--- src/verilog/obs_pkg.sv ---
// Constants and types for the current observation register bank.
// Assumes a byte-wide register window reached through a 32-bit Avalon-MM slave.
package obs_pkg;

   // ---------------------------------------------------------------
   // Register indices (the bus address carries these values directly)
   // ---------------------------------------------------------------
   localparam logic [15:0] IDX_ALPHA_TEST = 16'h40e6;
   localparam logic [15:0] IDX_BETA_TEST = 16'h40e8;
   localparam logic [15:0] IDX_D_NOW = 16'h40ea;
   localparam logic [15:0] IDX_D_PREV = 16'h40ec;
   localparam logic [15:0] IDX_ANGLE_STEP = 16'h40ee;
   localparam logic [15:0] IDX_Q_NOW = 16'h40f0;
   localparam logic [15:0] IDX_Q_PREV = 16'h40f2;
   localparam logic [15:0] IDX_CURRENT_A = 16'h40f4;
   localparam logic [15:0] IDX_CURRENT_B = 16'h40f6;
   localparam logic [15:0] IDX_CURRENT_C = 16'h40f8;
   localparam logic [15:0] IDX_LAST = 16'h40f9;

   // ---------------------------------------------------------------
   // Word numbers inside the window
   // ---------------------------------------------------------------
   localparam logic [3:0] WORD_ALPHA_TEST = 4'h0;
   localparam logic [3:0] WORD_BETA_TEST = 4'h1;
   localparam logic [3:0] WORD_D_NOW = 4'h2;
   localparam logic [3:0] WORD_D_PREV = 4'h3;
   localparam logic [3:0] WORD_ANGLE_STEP = 4'h4;
   localparam logic [3:0] WORD_Q_NOW = 4'h5;
   localparam logic [3:0] WORD_Q_PREV = 4'h6;
   localparam logic [3:0] WORD_CURRENT_A = 4'h7;
   localparam logic [3:0] WORD_CURRENT_B = 4'h8;
   localparam logic [3:0] WORD_CURRENT_C = 4'h9;

   // ---------------------------------------------------------------
   // Reset values and bus answers
   // ---------------------------------------------------------------
   localparam logic [15:0] WORD_RESET = 16'h0000;
   localparam logic [7:0] BYTE_RESET = 8'h00;
   localparam logic [31:0] READ_RESET = 32'h0000_0000;
   localparam logic [23:0] READ_PAD = 24'h00_0000;
   localparam logic WAIT_RESET = 1'b1;
   localparam logic [1:0] RESP_OKAY = 2'b00;
   localparam logic [1:0] RESP_SLVERR = 2'b10;

   typedef enum logic [0:0] {
      BUS_IDLE = 1'b0,
      BUS_ANSWER = 1'b1
   } bus_state_e;

endpackage : obs_pkg

--- src/verilog/word_capture.sv ---
// Holding register that takes a new word on a load strobe.
// Assumes load and din come from logic on the same clock.
`timescale 1ns/10ps
module word_capture #(
   parameter int WIDTH = 16
) (
   input logic clk,
   input logic arst_n,
   input logic load,
   input logic [WIDTH-1:0] din,
   output logic [WIDTH-1:0] q
);

   typedef struct packed {
      logic [WIDTH-1:0] value;
   } capture_s;

   capture_s cur;
   capture_s next;

   always_comb begin
      next = cur;
      if (load) begin
         next.value = din;
      end
   end

   always_ff @(posedge clk or negedge arst_n) begin
      if (!arst_n) begin
         cur <= '0;
      end else begin
         cur <= next;
      end
   end

   assign q = cur.value;

endmodule : word_capture

--- src/verilog/window_decode.sv ---
// Decodes a register index into word number and byte half.
// Assumes the window is a run of 16-bit words, high byte at the even index.
`timescale 1ns/10ps
module window_decode #(
   parameter logic [15:0] FIRST = 16'h0000,
   parameter logic [15:0] LAST = 16'h0001
) (
   input logic [15:0] index,
   output logic hit,
   output logic [3:0] word_sel,
   output logic low_byte
);

   logic [15:0] offset;

   always_comb begin
      offset = index - FIRST;
      if (index < FIRST) begin
         hit = 1'b0;
         word_sel = 4'h0;
         low_byte = 1'b0;
      end else if (index > LAST) begin
         hit = 1'b0;
         word_sel = 4'h0;
         low_byte = 1'b0;
      end else begin
         hit = 1'b1;
         word_sel = offset[4:1];
         low_byte = offset[0];
      end
   end

endmodule : window_decode

--- src/verilog/observation_bank.sv ---
// Observation register bank of the motor-control engine.
// Assumes engine strobes and values come from logic on clk; software uses Avalon-MM.
//
// Summary of operation
// - The d-axis current from the coordinate transformation reads back as a signed 16-bit word.
// - A separate read-only word holds the d-axis current of the previous carrier wave.
// - The q-axis current from the coordinate transformation reads back as a signed 16-bit word.
// - A separate read-only word holds the q-axis current of the previous carrier wave.
// - The angle step per carrier wave is a signed word that software writes and reads.
// - Five injection test words read back and ignore every software write.
//
// Decided for this implementation: the Avalon-MM interface to the registers.
`timescale 1ns/10ps
module observation_bank (
   input logic clk,
   input logic arst_n,
   input logic [15:0] address,
   input logic read,
   input logic write,
   input logic [31:0] writedata,
   input logic [3:0] byteenable,
   output logic [31:0] readdata,
   output logic waitrequest,
   output logic [1:0] response,
   input logic transform_valid,
   input logic [15:0] d_axis_current_in,
   input logic [15:0] q_axis_current_in,
   input logic carrier_tick,
   input logic injection_valid,
   input logic [15:0] injection_alpha_in,
   input logic [15:0] injection_beta_in,
   input logic [15:0] injection_current_a_in,
   input logic [15:0] injection_current_b_in,
   input logic [15:0] injection_current_c_in,
   output logic [15:0] carrier_angle_step
);

   // ---------------------------------------------------------------
   // State
   // ---------------------------------------------------------------
   typedef struct packed {
      obs_pkg::bus_state_e bus;
      logic waitrequest;
      logic [31:0] readdata;
      logic [1:0] response;
      logic [15:0] angle;
      logic [7:0] angle_stage;
      logic stage_valid;
      logic [7:0] low_shadow;
      logic [3:0] shadow_word;
      logic shadow_valid;
   } bank_s;

   bank_s cur;
   bank_s next;

   logic hit;
   logic [3:0] word_sel;
   logic low_byte;
   logic [15:0] selected_word;
   logic [7:0] read_byte;
   logic write_ok;

   logic [15:0] d_axis_current_now;
   logic [15:0] d_axis_current_prev;
   logic [15:0] q_axis_current_now;
   logic [15:0] q_axis_current_prev;
   logic [15:0] injection_alpha_test;
   logic [15:0] injection_beta_test;
   logic [15:0] injection_current_test_a;
   logic [15:0] injection_current_test_b;
   logic [15:0] injection_current_test_c;

   // ---------------------------------------------------------------
   // Address decode
   // ---------------------------------------------------------------
   window_decode #(
      .FIRST(obs_pkg::IDX_ALPHA_TEST),
      .LAST(obs_pkg::IDX_LAST)
   ) u_decode (
      .index(address),
      .hit(hit),
      .word_sel(word_sel),
      .low_byte(low_byte)
   );

   // ---------------------------------------------------------------
   // Transformation results and carrier-wave history
   // ---------------------------------------------------------------
   word_capture #(
      .WIDTH(16)
   ) u_d_now (
      .clk(clk),
      .arst_n(arst_n),
      .load(transform_valid),
      .din(d_axis_current_in),
      .q(d_axis_current_now)
   );

   word_capture #(
      .WIDTH(16)
   ) u_d_prev (
      .clk(clk),
      .arst_n(arst_n),
      .load(carrier_tick),
      .din(d_axis_current_now),
      .q(d_axis_current_prev)
   );

   word_capture #(
      .WIDTH(16)
   ) u_q_now (
      .clk(clk),
      .arst_n(arst_n),
      .load(transform_valid),
      .din(q_axis_current_in),
      .q(q_axis_current_now)
   );

   word_capture #(
      .WIDTH(16)
   ) u_q_prev (
      .clk(clk),
      .arst_n(arst_n),
      .load(carrier_tick),
      .din(q_axis_current_now),
      .q(q_axis_current_prev)
   );

   // ---------------------------------------------------------------
   // Injection test values
   // ---------------------------------------------------------------
   word_capture #(
      .WIDTH(16)
   ) u_alpha (
      .clk(clk),
      .arst_n(arst_n),
      .load(injection_valid),
      .din(injection_alpha_in),
      .q(injection_alpha_test)
   );

   word_capture #(
      .WIDTH(16)
   ) u_beta (
      .clk(clk),
      .arst_n(arst_n),
      .load(injection_valid),
      .din(injection_beta_in),
      .q(injection_beta_test)
   );

   word_capture #(
      .WIDTH(16)
   ) u_current_a (
      .clk(clk),
      .arst_n(arst_n),
      .load(injection_valid),
      .din(injection_current_a_in),
      .q(injection_current_test_a)
   );

   word_capture #(
      .WIDTH(16)
   ) u_current_b (
      .clk(clk),
      .arst_n(arst_n),
      .load(injection_valid),
      .din(injection_current_b_in),
      .q(injection_current_test_b)
   );

   word_capture #(
      .WIDTH(16)
   ) u_current_c (
      .clk(clk),
      .arst_n(arst_n),
      .load(injection_valid),
      .din(injection_current_c_in),
      .q(injection_current_test_c)
   );

   // ---------------------------------------------------------------
   // Read path
   // ---------------------------------------------------------------
   always_comb begin
      case (word_sel)
         obs_pkg::WORD_ALPHA_TEST: begin
            selected_word = injection_alpha_test;
         end
         obs_pkg::WORD_BETA_TEST: begin
            selected_word = injection_beta_test;
         end
         obs_pkg::WORD_D_NOW: begin
            selected_word = d_axis_current_now;
         end
         obs_pkg::WORD_D_PREV: begin
            selected_word = d_axis_current_prev;
         end
         obs_pkg::WORD_ANGLE_STEP: begin
            selected_word = cur.angle;
         end
         obs_pkg::WORD_Q_NOW: begin
            selected_word = q_axis_current_now;
         end
         obs_pkg::WORD_Q_PREV: begin
            selected_word = q_axis_current_prev;
         end
         obs_pkg::WORD_CURRENT_A: begin
            selected_word = injection_current_test_a;
         end
         obs_pkg::WORD_CURRENT_B: begin
            selected_word = injection_current_test_b;
         end
         obs_pkg::WORD_CURRENT_C: begin
            selected_word = injection_current_test_c;
         end
         default: begin
            selected_word = obs_pkg::WORD_RESET;
         end
      endcase
   end

   // Low byte comes from the snapshot taken by the high-byte read of the same word, else from the live word
   always_comb begin
      if (!low_byte) begin
         read_byte = selected_word[15:8];
      end else if (cur.shadow_valid && (cur.shadow_word == word_sel)) begin
         read_byte = cur.low_shadow;
      end else begin
         read_byte = selected_word[7:0];
      end
   end

   // Only the angle step accepts writes; test words ignore them
   assign write_ok = hit && byteenable[0] && (word_sel == obs_pkg::WORD_ANGLE_STEP);

   // ---------------------------------------------------------------
   // Bus answer and register updates
   // ---------------------------------------------------------------
   always_comb begin
      next = cur;
      case (cur.bus)
         obs_pkg::BUS_IDLE: begin
            if (read || write) begin
               next.bus = obs_pkg::BUS_ANSWER;
               next.waitrequest = 1'b0;
               if (hit) begin
                  next.response = obs_pkg::RESP_OKAY;
               end else begin
                  next.response = obs_pkg::RESP_SLVERR;
               end
               if (read && hit) begin
                  next.readdata = {obs_pkg::READ_PAD, read_byte};
               end else begin
                  next.readdata = obs_pkg::READ_RESET;
               end
            end
         end
         obs_pkg::BUS_ANSWER: begin
            next.bus = obs_pkg::BUS_IDLE;
            next.waitrequest = obs_pkg::WAIT_RESET;
            if (read && hit && !low_byte) begin
               next.low_shadow = selected_word[7:0];
               next.shadow_word = word_sel;
               next.shadow_valid = 1'b1;
            end else if (read && hit && (cur.shadow_word == word_sel)) begin
               next.shadow_valid = 1'b0;
            end
            if (write && write_ok && !low_byte) begin
               next.angle_stage = writedata[7:0];
               next.stage_valid = 1'b1;
            end else if (write && write_ok) begin
               if (cur.stage_valid) begin
                  next.angle = {cur.angle_stage, writedata[7:0]};
               end else begin
                  next.angle = {cur.angle[15:8], writedata[7:0]};
               end
               next.stage_valid = 1'b0;
            end
         end
         default: begin
            next.bus = obs_pkg::BUS_IDLE;
            next.waitrequest = obs_pkg::WAIT_RESET;
         end
      endcase
   end

   always_ff @(posedge clk or negedge arst_n) begin
      if (!arst_n) begin
         cur.bus <= obs_pkg::BUS_IDLE;
         cur.waitrequest <= obs_pkg::WAIT_RESET;
         cur.readdata <= obs_pkg::READ_RESET;
         cur.response <= obs_pkg::RESP_OKAY;
         cur.angle <= obs_pkg::WORD_RESET;
         cur.angle_stage <= obs_pkg::BYTE_RESET;
         cur.stage_valid <= 1'b0;
         cur.low_shadow <= obs_pkg::BYTE_RESET;
         cur.shadow_word <= obs_pkg::WORD_ALPHA_TEST;
         cur.shadow_valid <= 1'b0;
      end else begin
         cur <= next;
      end
   end

   // ---------------------------------------------------------------
   // Outputs
   // ---------------------------------------------------------------
   assign readdata = cur.readdata;
   assign waitrequest = cur.waitrequest;
   assign response = cur.response;
   assign carrier_angle_step = cur.angle;

endmodule : observation_bank

--- config.mk ---
export PLATFORM = sky130hd
export DESIGN_NAME = observation_bank
export DESIGN_NICKNAME = d
export VERILOG_FILES = /design/src/verilog/obs_pkg.sv /design/src/verilog/word_capture.sv /design/src/verilog/window_decode.sv /design/src/verilog/observation_bank.sv
export SDC_FILE = /design/constraint.sdc
export NUM_CORES = 1
export LEC_CHECK = 0
export BUFFER_PORTS_ARGS = -buffer_cell sky130_fd_sc_hd__buf_2
export CORE_ASPECT_RATIO = 1.4
export CORE_MARGIN = 5
export CORE_UTILIZATION = 59
export CTS_CLUSTER_SIZE = 12
export DETAILED_ROUTE_END_ITERATION = 10
export PLACE_DENSITY = 0.86
export REMOVE_ABC_BUFFERS = 1
export SYNTH_ARGS = -nofsm -noshare
export SYNTH_HDL_FRONTEND = slang
export SYNTH_SLANG_ARGS = --single-unit
--- constraint.sdc ---
create_clock -name clk -period 5.2 [get_ports clk]
set_input_delay 0.78 -clock clk [delete_from_list [all_inputs] [get_ports clk]]
set_output_delay 0.78 -clock clk [all_outputs]
set_load 0.1 [all_outputs]
# After elaboration in Yosys (flattened, before gate mapping)
# Index checks and enable logic that the tools add are counted.
dict set report totals {
  regBits 218
  in_bits 171
  output_inout_bits 51
  elab_cells 73
}
dict set report classes {
  n_addsub 1
  magnitude_cmp 2
  eq_ne 11
  mux 17
  bitwise_logic 2
  reduce_logical 20
}
# operator count
set op_table {}
lappend op_table {{$pmux W16 S10} 1}
lappend op_table {{$mux W36} 1}
lappend op_table {{$mux W8} 3}
lappend op_table {{$eq A4 B3 Y1 const B} 4}
lappend op_table {{$gt A16 B15 Y1 const B} 1}
lappend op_table {{$lt A16 B15 Y1 const B} 1}
lappend op_table {{$reduce_and A2 Y1} 5}
lappend op_table {{$eq A4 B2 Y1 const B} 2}
lappend op_table {{$eq A4 B4 Y1 const B} 2}
lappend op_table {{$logic_and A1 B1 Y1} 8}
lappend op_table {{$mux W1} 8}
lappend op_table {{$mux W4} 2}
lappend op_table {{$sub A5 B3 Y5 const B} 1}
lappend op_table {{$eq A4 B1 Y1 const B} 1}
lappend op_table {{$eq A4 B4 Y1} 1}
lappend op_table {{$logic_not A4 Y1} 1}
lappend op_table {{$pmux W2 S2} 1}
lappend op_table {{$reduce_and A4 Y1} 1}
lappend op_table {{$reduce_bool A2 Y1} 2}
lappend op_table {{$reduce_and A3 Y1} 1}
lappend op_table {{$mux W2} 1}
lappend op_table {{$ne A2 B2 Y1 const B} 1}
lappend op_table {{$not A1 Y1} 2}
lappend op_table {{$logic_not A1 Y1} 1}
lappend op_table {{$logic_or A1 B1 Y1} 1}

# Logic depth before layout (Yosys ltp)
dict set report logic_depth {
  depth_word 10
  mapped_depth 11
  mapped_depth_nobuf 9
}

# By module
# A second synthesis with hierarchy kept.
dict set report hier_totals {
  hier_cells 751
  area_unflattened_um2 10085.9
}
# module instances cells_each area_per_inst_um2 seq_area_each_um2
set by_module_without_submodules {}
lappend by_module_without_submodules {word_capture 9 34 649.4 400.4}
lappend by_module_without_submodules {observation_bank 1 423 4052.6 1227.4}
lappend by_module_without_submodules {window_decode 1 22 188.9 0.0}

# Worst setup path after synthesis
# Ideal clock, no wire load.
dict set report synth_path {
  kind {input -> register}
  from {in address[9]}
  to {reg readdata[1] (netlist name)}
  setup_ns 0.095
  arrival_ns 2.885
  required_time_ns 5.105
  path_slack_ns 2.219
  stages 9
  n_path_buf 1
  path_cell_list {or4_4 > nor3_4 > nand3_2 > buf_6 > xnor2_1 > a211oi_2 > nand2_2 > and2_1 > o31ai_1}
}
dict set report synth_via {
  elab_chain_cells 8
  word_cells_on_any_way 25
  cone_classes {order compare: 2; eq/ne: 10; mux: 10; reduce/logical: 3}
}
# item line
set synth_rtl {}
lappend synth_rtl {{start: declaration} observation_bank.sv:17} ;# input logic [15:0] address,
lappend synth_rtl {{$gt A16 B15 Y1} window_decode.sv:22} ;# end else if (index > LAST) begin
lappend synth_rtl {{$mux W4} window_decode.sv:22}
lappend synth_rtl {{$mux W4} window_decode.sv:18} ;# if (index < FIRST) begin
lappend synth_rtl {{$eq A4 B4 Y1 (tied with other cells)} observation_bank.sv:187} ;# case (word_sel)
lappend synth_rtl {{$pmux W16 S10 / $logic_and A1 B1 Y1 (equally long branches)} {observation_bank.sv:187, observation_bank.sv:228}}
lappend synth_rtl {{$mux W8} observation_bank.sv:228} ;# end else if (cur.shadow_valid && (cur.shadow_word == word_sel)) begin
lappend synth_rtl {{$mux W8} observation_bank.sv:226} ;# if (!low_byte) begin
lappend synth_rtl {{$mux W8 *} observation_bank.sv:253} ;# if (read && hit) begin
# Mark *: on every way between the ends. The rest lies on a longest branch, timed or not.
# A chain may end at the register's enable or synchronous reset.

# Worst setup path after layout
dict set report layout_path {
  from {in address[1]}
  to {reg readdata[7] (netlist name)}
}
dict set report layout_via {
  elab_chain_cells 8
  word_cells_on_any_way 26
  cone_classes {add/sub: 1; order compare: 2; eq/ne: 10; mux: 10; reduce/logical: 3}
}
# item line
set layout_rtl {}
lappend layout_rtl {{$gt A16 B15 Y1 / $sub A5 B3 Y5 (equally long branches)} {window_decode.sv:22, window_decode.sv:17}}
lappend layout_rtl {{$mux W4} window_decode.sv:22}
lappend layout_rtl {{$mux W4} window_decode.sv:18}
lappend layout_rtl {{$eq A4 B4 Y1 (tied with other cells)} observation_bank.sv:187}
lappend layout_rtl {{$pmux W16 S10 / $logic_and A1 B1 Y1 (equally long branches)} {observation_bank.sv:187, observation_bank.sv:228}}
lappend layout_rtl {{$mux W8} observation_bank.sv:228}
lappend layout_rtl {{$mux W8} observation_bank.sv:226}
lappend layout_rtl {{$mux W8 *} observation_bank.sv:253}
# Marked as above.

==> results_dict.tcl <==
set metrics [dict create \
    cpLargestDelayFamily "simple AND/OR/NAND/NOR gates" \
    drive_gt1_share_pct 45.0 \
    status "finished, final reports clean" \
    crit_type "input port to register" \
    post_dp_cell_area_um2 10300 \
    drc 0 \
    layout_min_cycle_time_ps 3840 \
    clk_path_buf_depth 2 \
    wl_met2_mm 13.1 \
    cap_viol_max_count 0 \
    netSwitchingFraction_pct 26.5 \
    pwr-share-clk_pct 39.0 \
    period_share_pct 73.8 \
    hpwl_mm 18.4 \
    crit_path_top_delay_cell "ha_1" \
    rows 55 \
    drt_iter0_markers 482 \
    internal-power_uw 2660 \
    p_total_uw 3630 \
    synth_edf_count 0 \
    drt_pass1_iterations 5 \
    r2r_slack_ps 3190 \
    cts_sinks 193 \
    grt-ovfl-total 0 \
    die_area_um2 19000 \
    area_growth_pct 14.4 \
    syn_inst 782 \
    irDropWorstVdd_v 0.000225 \
    place_inst 1099 \
    rr_startpoint "cur[73]$_DFF_PN0_" \
    crit_top_cell "and2_1" \
    setup_violations 0 \
    wl_met3_mm 1.35 \
    gp_congestion 0.953 \
    cts_setup_buffers 0 \
    power_density_nw_per_um2 330 \
    critPathArrivalTime_ps 4190 \
    netlist-cell-type-count 75 \
    hold_viol_final 0 \
    synth_flop_cell "dfrtp_1" \
    tightest_slew_ps 1060 \
    seqPwrFrac_pct 47.2 \
    cts_tree "built" \
    min-delay-path-class "input port to asynchronous set/reset pin" \
    grt_setup_unrepaired "no" \
    cp-end-kind "register" \
    viasPerCell 6.06 \
    grt_pass1_vias 7390 \
    r2r_cells 5 \
    root_buffer "clkbuf_16" \
    fin_skew_ps 7.69 \
    antenna_found_initial 2 \
    io_pins 222 \
    worstSetupStartpointType "input port" \
    top_layer "met4" \
    cts.repair.resized 0 \
    reg2reg_to "carrier_angle_step[14]$_DFFE_PN0P_" \
    ys_seq_elements 193 \
    clk_latency_ps 430 \
    coreArea_um2 16100 \
    die_height_um 161 \
    crit_required_ps 5550 \
    postSynth.asyncResetShare_pct 100 \
    cp_num_buf_inv 1 \
    tns_ps 0 \
    final_cell_area_um2 11000 \
    ys_seq_area_share_pct 50.3 \
    crit_fanout 25 \
    grt_max_degree 106 \
    slowest_delay_ps 680 \
    die_w_um 118 \
    numCtsBuffers 17 \
    finalNonFillerCells 1133 \
    grt_pass1_wl_mm 39.9 \
    start_util_pct 59.6 \
    wirelength_mm 25.3 \
    p_leak_uw 0.00509 \
    clkTransAtPathRegs_ps 70 \
    grtUsageTotal_pct 26.8 \
    cts_hold_buf 0 \
    slew_headroom_pct 29.2 \
    vias 6867 \
    ant_nets 0 \
    synth_warnings 0 \
    io_buffers 169 \
    fmax_ghz 0.260 \
    synth_area_um2 9600 \
    crit_chain "buf_2 > ha_1 > o21ai_0 > nor3_1 > and2_1 > a221o_1 > a211oi_1 > and2_1 > o31ai_1" \
    layout.nets 1091 \
    holdWs_ps 414 \
    avgSynthCellArea_um2 12.3 \
    htreeDepth 4 \
    wl_per_cell_um 22.3 \
    p_comb_share_pct 13.7 \
    slew_viol_final 0 \
    power.switching_uw 962 \
    wl_met1_mm 9.87 \
]
## power by group through the flow
stage	Clock (uW)	Sequential (uW)	Combinational, uW
after global routing	1490	1730	537
after floorplan	0	1730	303
final	1410	1710	498
after CTS	1430	1710	501
after detailed placement	0	1740	498
after global placement	0	1730	484
## layer usage
layer  track usage, %  vias up
met2             46.4      272
li1                 -     3067
met5                0        -
met4             13.0        0
met1             32.6     3469
met3             3.98       59
## Yosys cell counts (5+ instances only)
cell type / n / area, um2
dfrtp_1: 192 / 4800
mux2_2: 173 / 1950
buf_4: 52 / 390
nand2_1: 43 / 161
mux2i_1: 35 / 350
nand3_1: 27 / 135
nor2_1: 27 / 101
clkbuf_1: 19 / 71.3
o21ai_0: 18 / 90.1
a22oi_1: 16 / 120
a21oi_1: 10 / 50.1
a211oi_2: 9 / 113
a22o_1: 9 / 78.8
nor3_1: 9 / 45.0
buf_1: 8 / 30.0
inv_1: 7 / 26.3
and2_1: 6 / 37.5
o2bb2ai_1: 6 / 52.6
buf_2: 5 / 25.0
nand4_1: 5 / 31.3
o211ai_1: 5 / 37.5
o21ai_1: 5 / 25.0
o31ai_1: 5 / 37.5
## worst max path at each step
stage,from,endpoint,cells past startpoint
6_report,address[1],readdata[7]$_DFFE_PN0P_,9
5_1_grt,address[1],readdata[7]$_DFFE_PN0P_,9
4_1_cts,address[1],readdata[7]$_DFFE_PN0P_,9
3_5_place_dp,address[1],readdata[7]$_DFFE_PN0P_,9
3_3_place_gp,address[1],readdata[7]$_DFFE_PN0P_,9
2_1_floorplan,address[1],readdata[7]$_DFFE_PN0P_,9
## sequential cells by signal (all words and copies together) (netlist names)
signal              cells
carrier_angle_step     16
cur                    23
readdata                8
response                1
u_alpha.q              16
u_beta.q               16
u_current_a.q          16
u_current_b.q          16
u_current_c.q          16
u_d_now.q              16
u_d_prev.q             16
u_q_now.q              16
u_q_prev.q             16
waitrequest             1
## cells by family (layout without fill, tap and decap cells)
logic type,after synthesis,count (layout),share of synthesized area [%]
xor gates and xnor gates,6,6,0.626
DFF,193,193,50.3
muxes,210,210,24.2
adders and majority gates,1,1,0.130
and+or+nand+nor,153,153,8.58
AOI/OAI and AO/OA,122,122,9.82
other,1,27,0.0391
buffers and inverters,96,222,6.27
## through the flow
step | utilization (%) | setup slack, ps
floorplan | - | 1630
global placement | 64.2 | 1080
detailed placement | 64.2 | 1070
CTS | 68.1 | 1480
global route | 68.2 | 1240
finish | 68.2 | 1360
## worst register-to-register path, cell delays in order, from the launching register on
cell     delay (ps)
dfrtp_1         460
and3_1          250
nand3_1         200
nor2_4          370
nand2_2         240
mux2_1          370
## layout by cell type, fill, tap and decap left out, types with 3 or more instances in the layout
cell type / synthesis / routed
a211o_1: 3 / 3
a211oi_1: 4 / 4
a211oi_2: 9 / 9
a21o_1: 4 / 4
a21oi_1: 10 / 10
a221o_1: 3 / 3
a22o_1: 9 / 9
a22oi_1: 16 / 16
a31oi_1: 3 / 3
and2_1: 6 / 6
and3_1: 4 / 4
buf_2: 5 / 167
buf_4: 52 / 15
bufinv_16: 0 / 4
clkbuf_16: 0 / 17
clkinv_4: 0 / 3
conb_1: 1 / 25
dfrtp_1: 192 / 192
inv_1: 7 / 7
inv_6: 0 / 3
mux2_2: 173 / 173
mux2i_1: 35 / 35
nand2_1: 43 / 43
nand2b_1: 4 / 4
nand3_1: 27 / 27
nand3b_1: 4 / 4
nand4_1: 5 / 5
nor2_1: 27 / 27
nor3_1: 9 / 9
nor4_1: 4 / 4
o211ai_1: 5 / 5
o21ai_0: 18 / 18
o21ai_1: 5 / 5
o2bb2ai_1: 6 / 6
o31ai_1: 5 / 5
xnor2_1: 3 / 3
## cell type report
class | count | area, um2
fill | 1198 | 5120
sequential | 193 | 4830
multi-input combinational | 517 | 4260
timing repair buffer | 183 | 962
clock buffer | 18 | 439
tap | 199 | 249
clock inverter | 14 | 201
inverter | 7 | 26.3
antenna | 2 | 5.00
No activity file was read; power rests on OpenSTA's default activity.
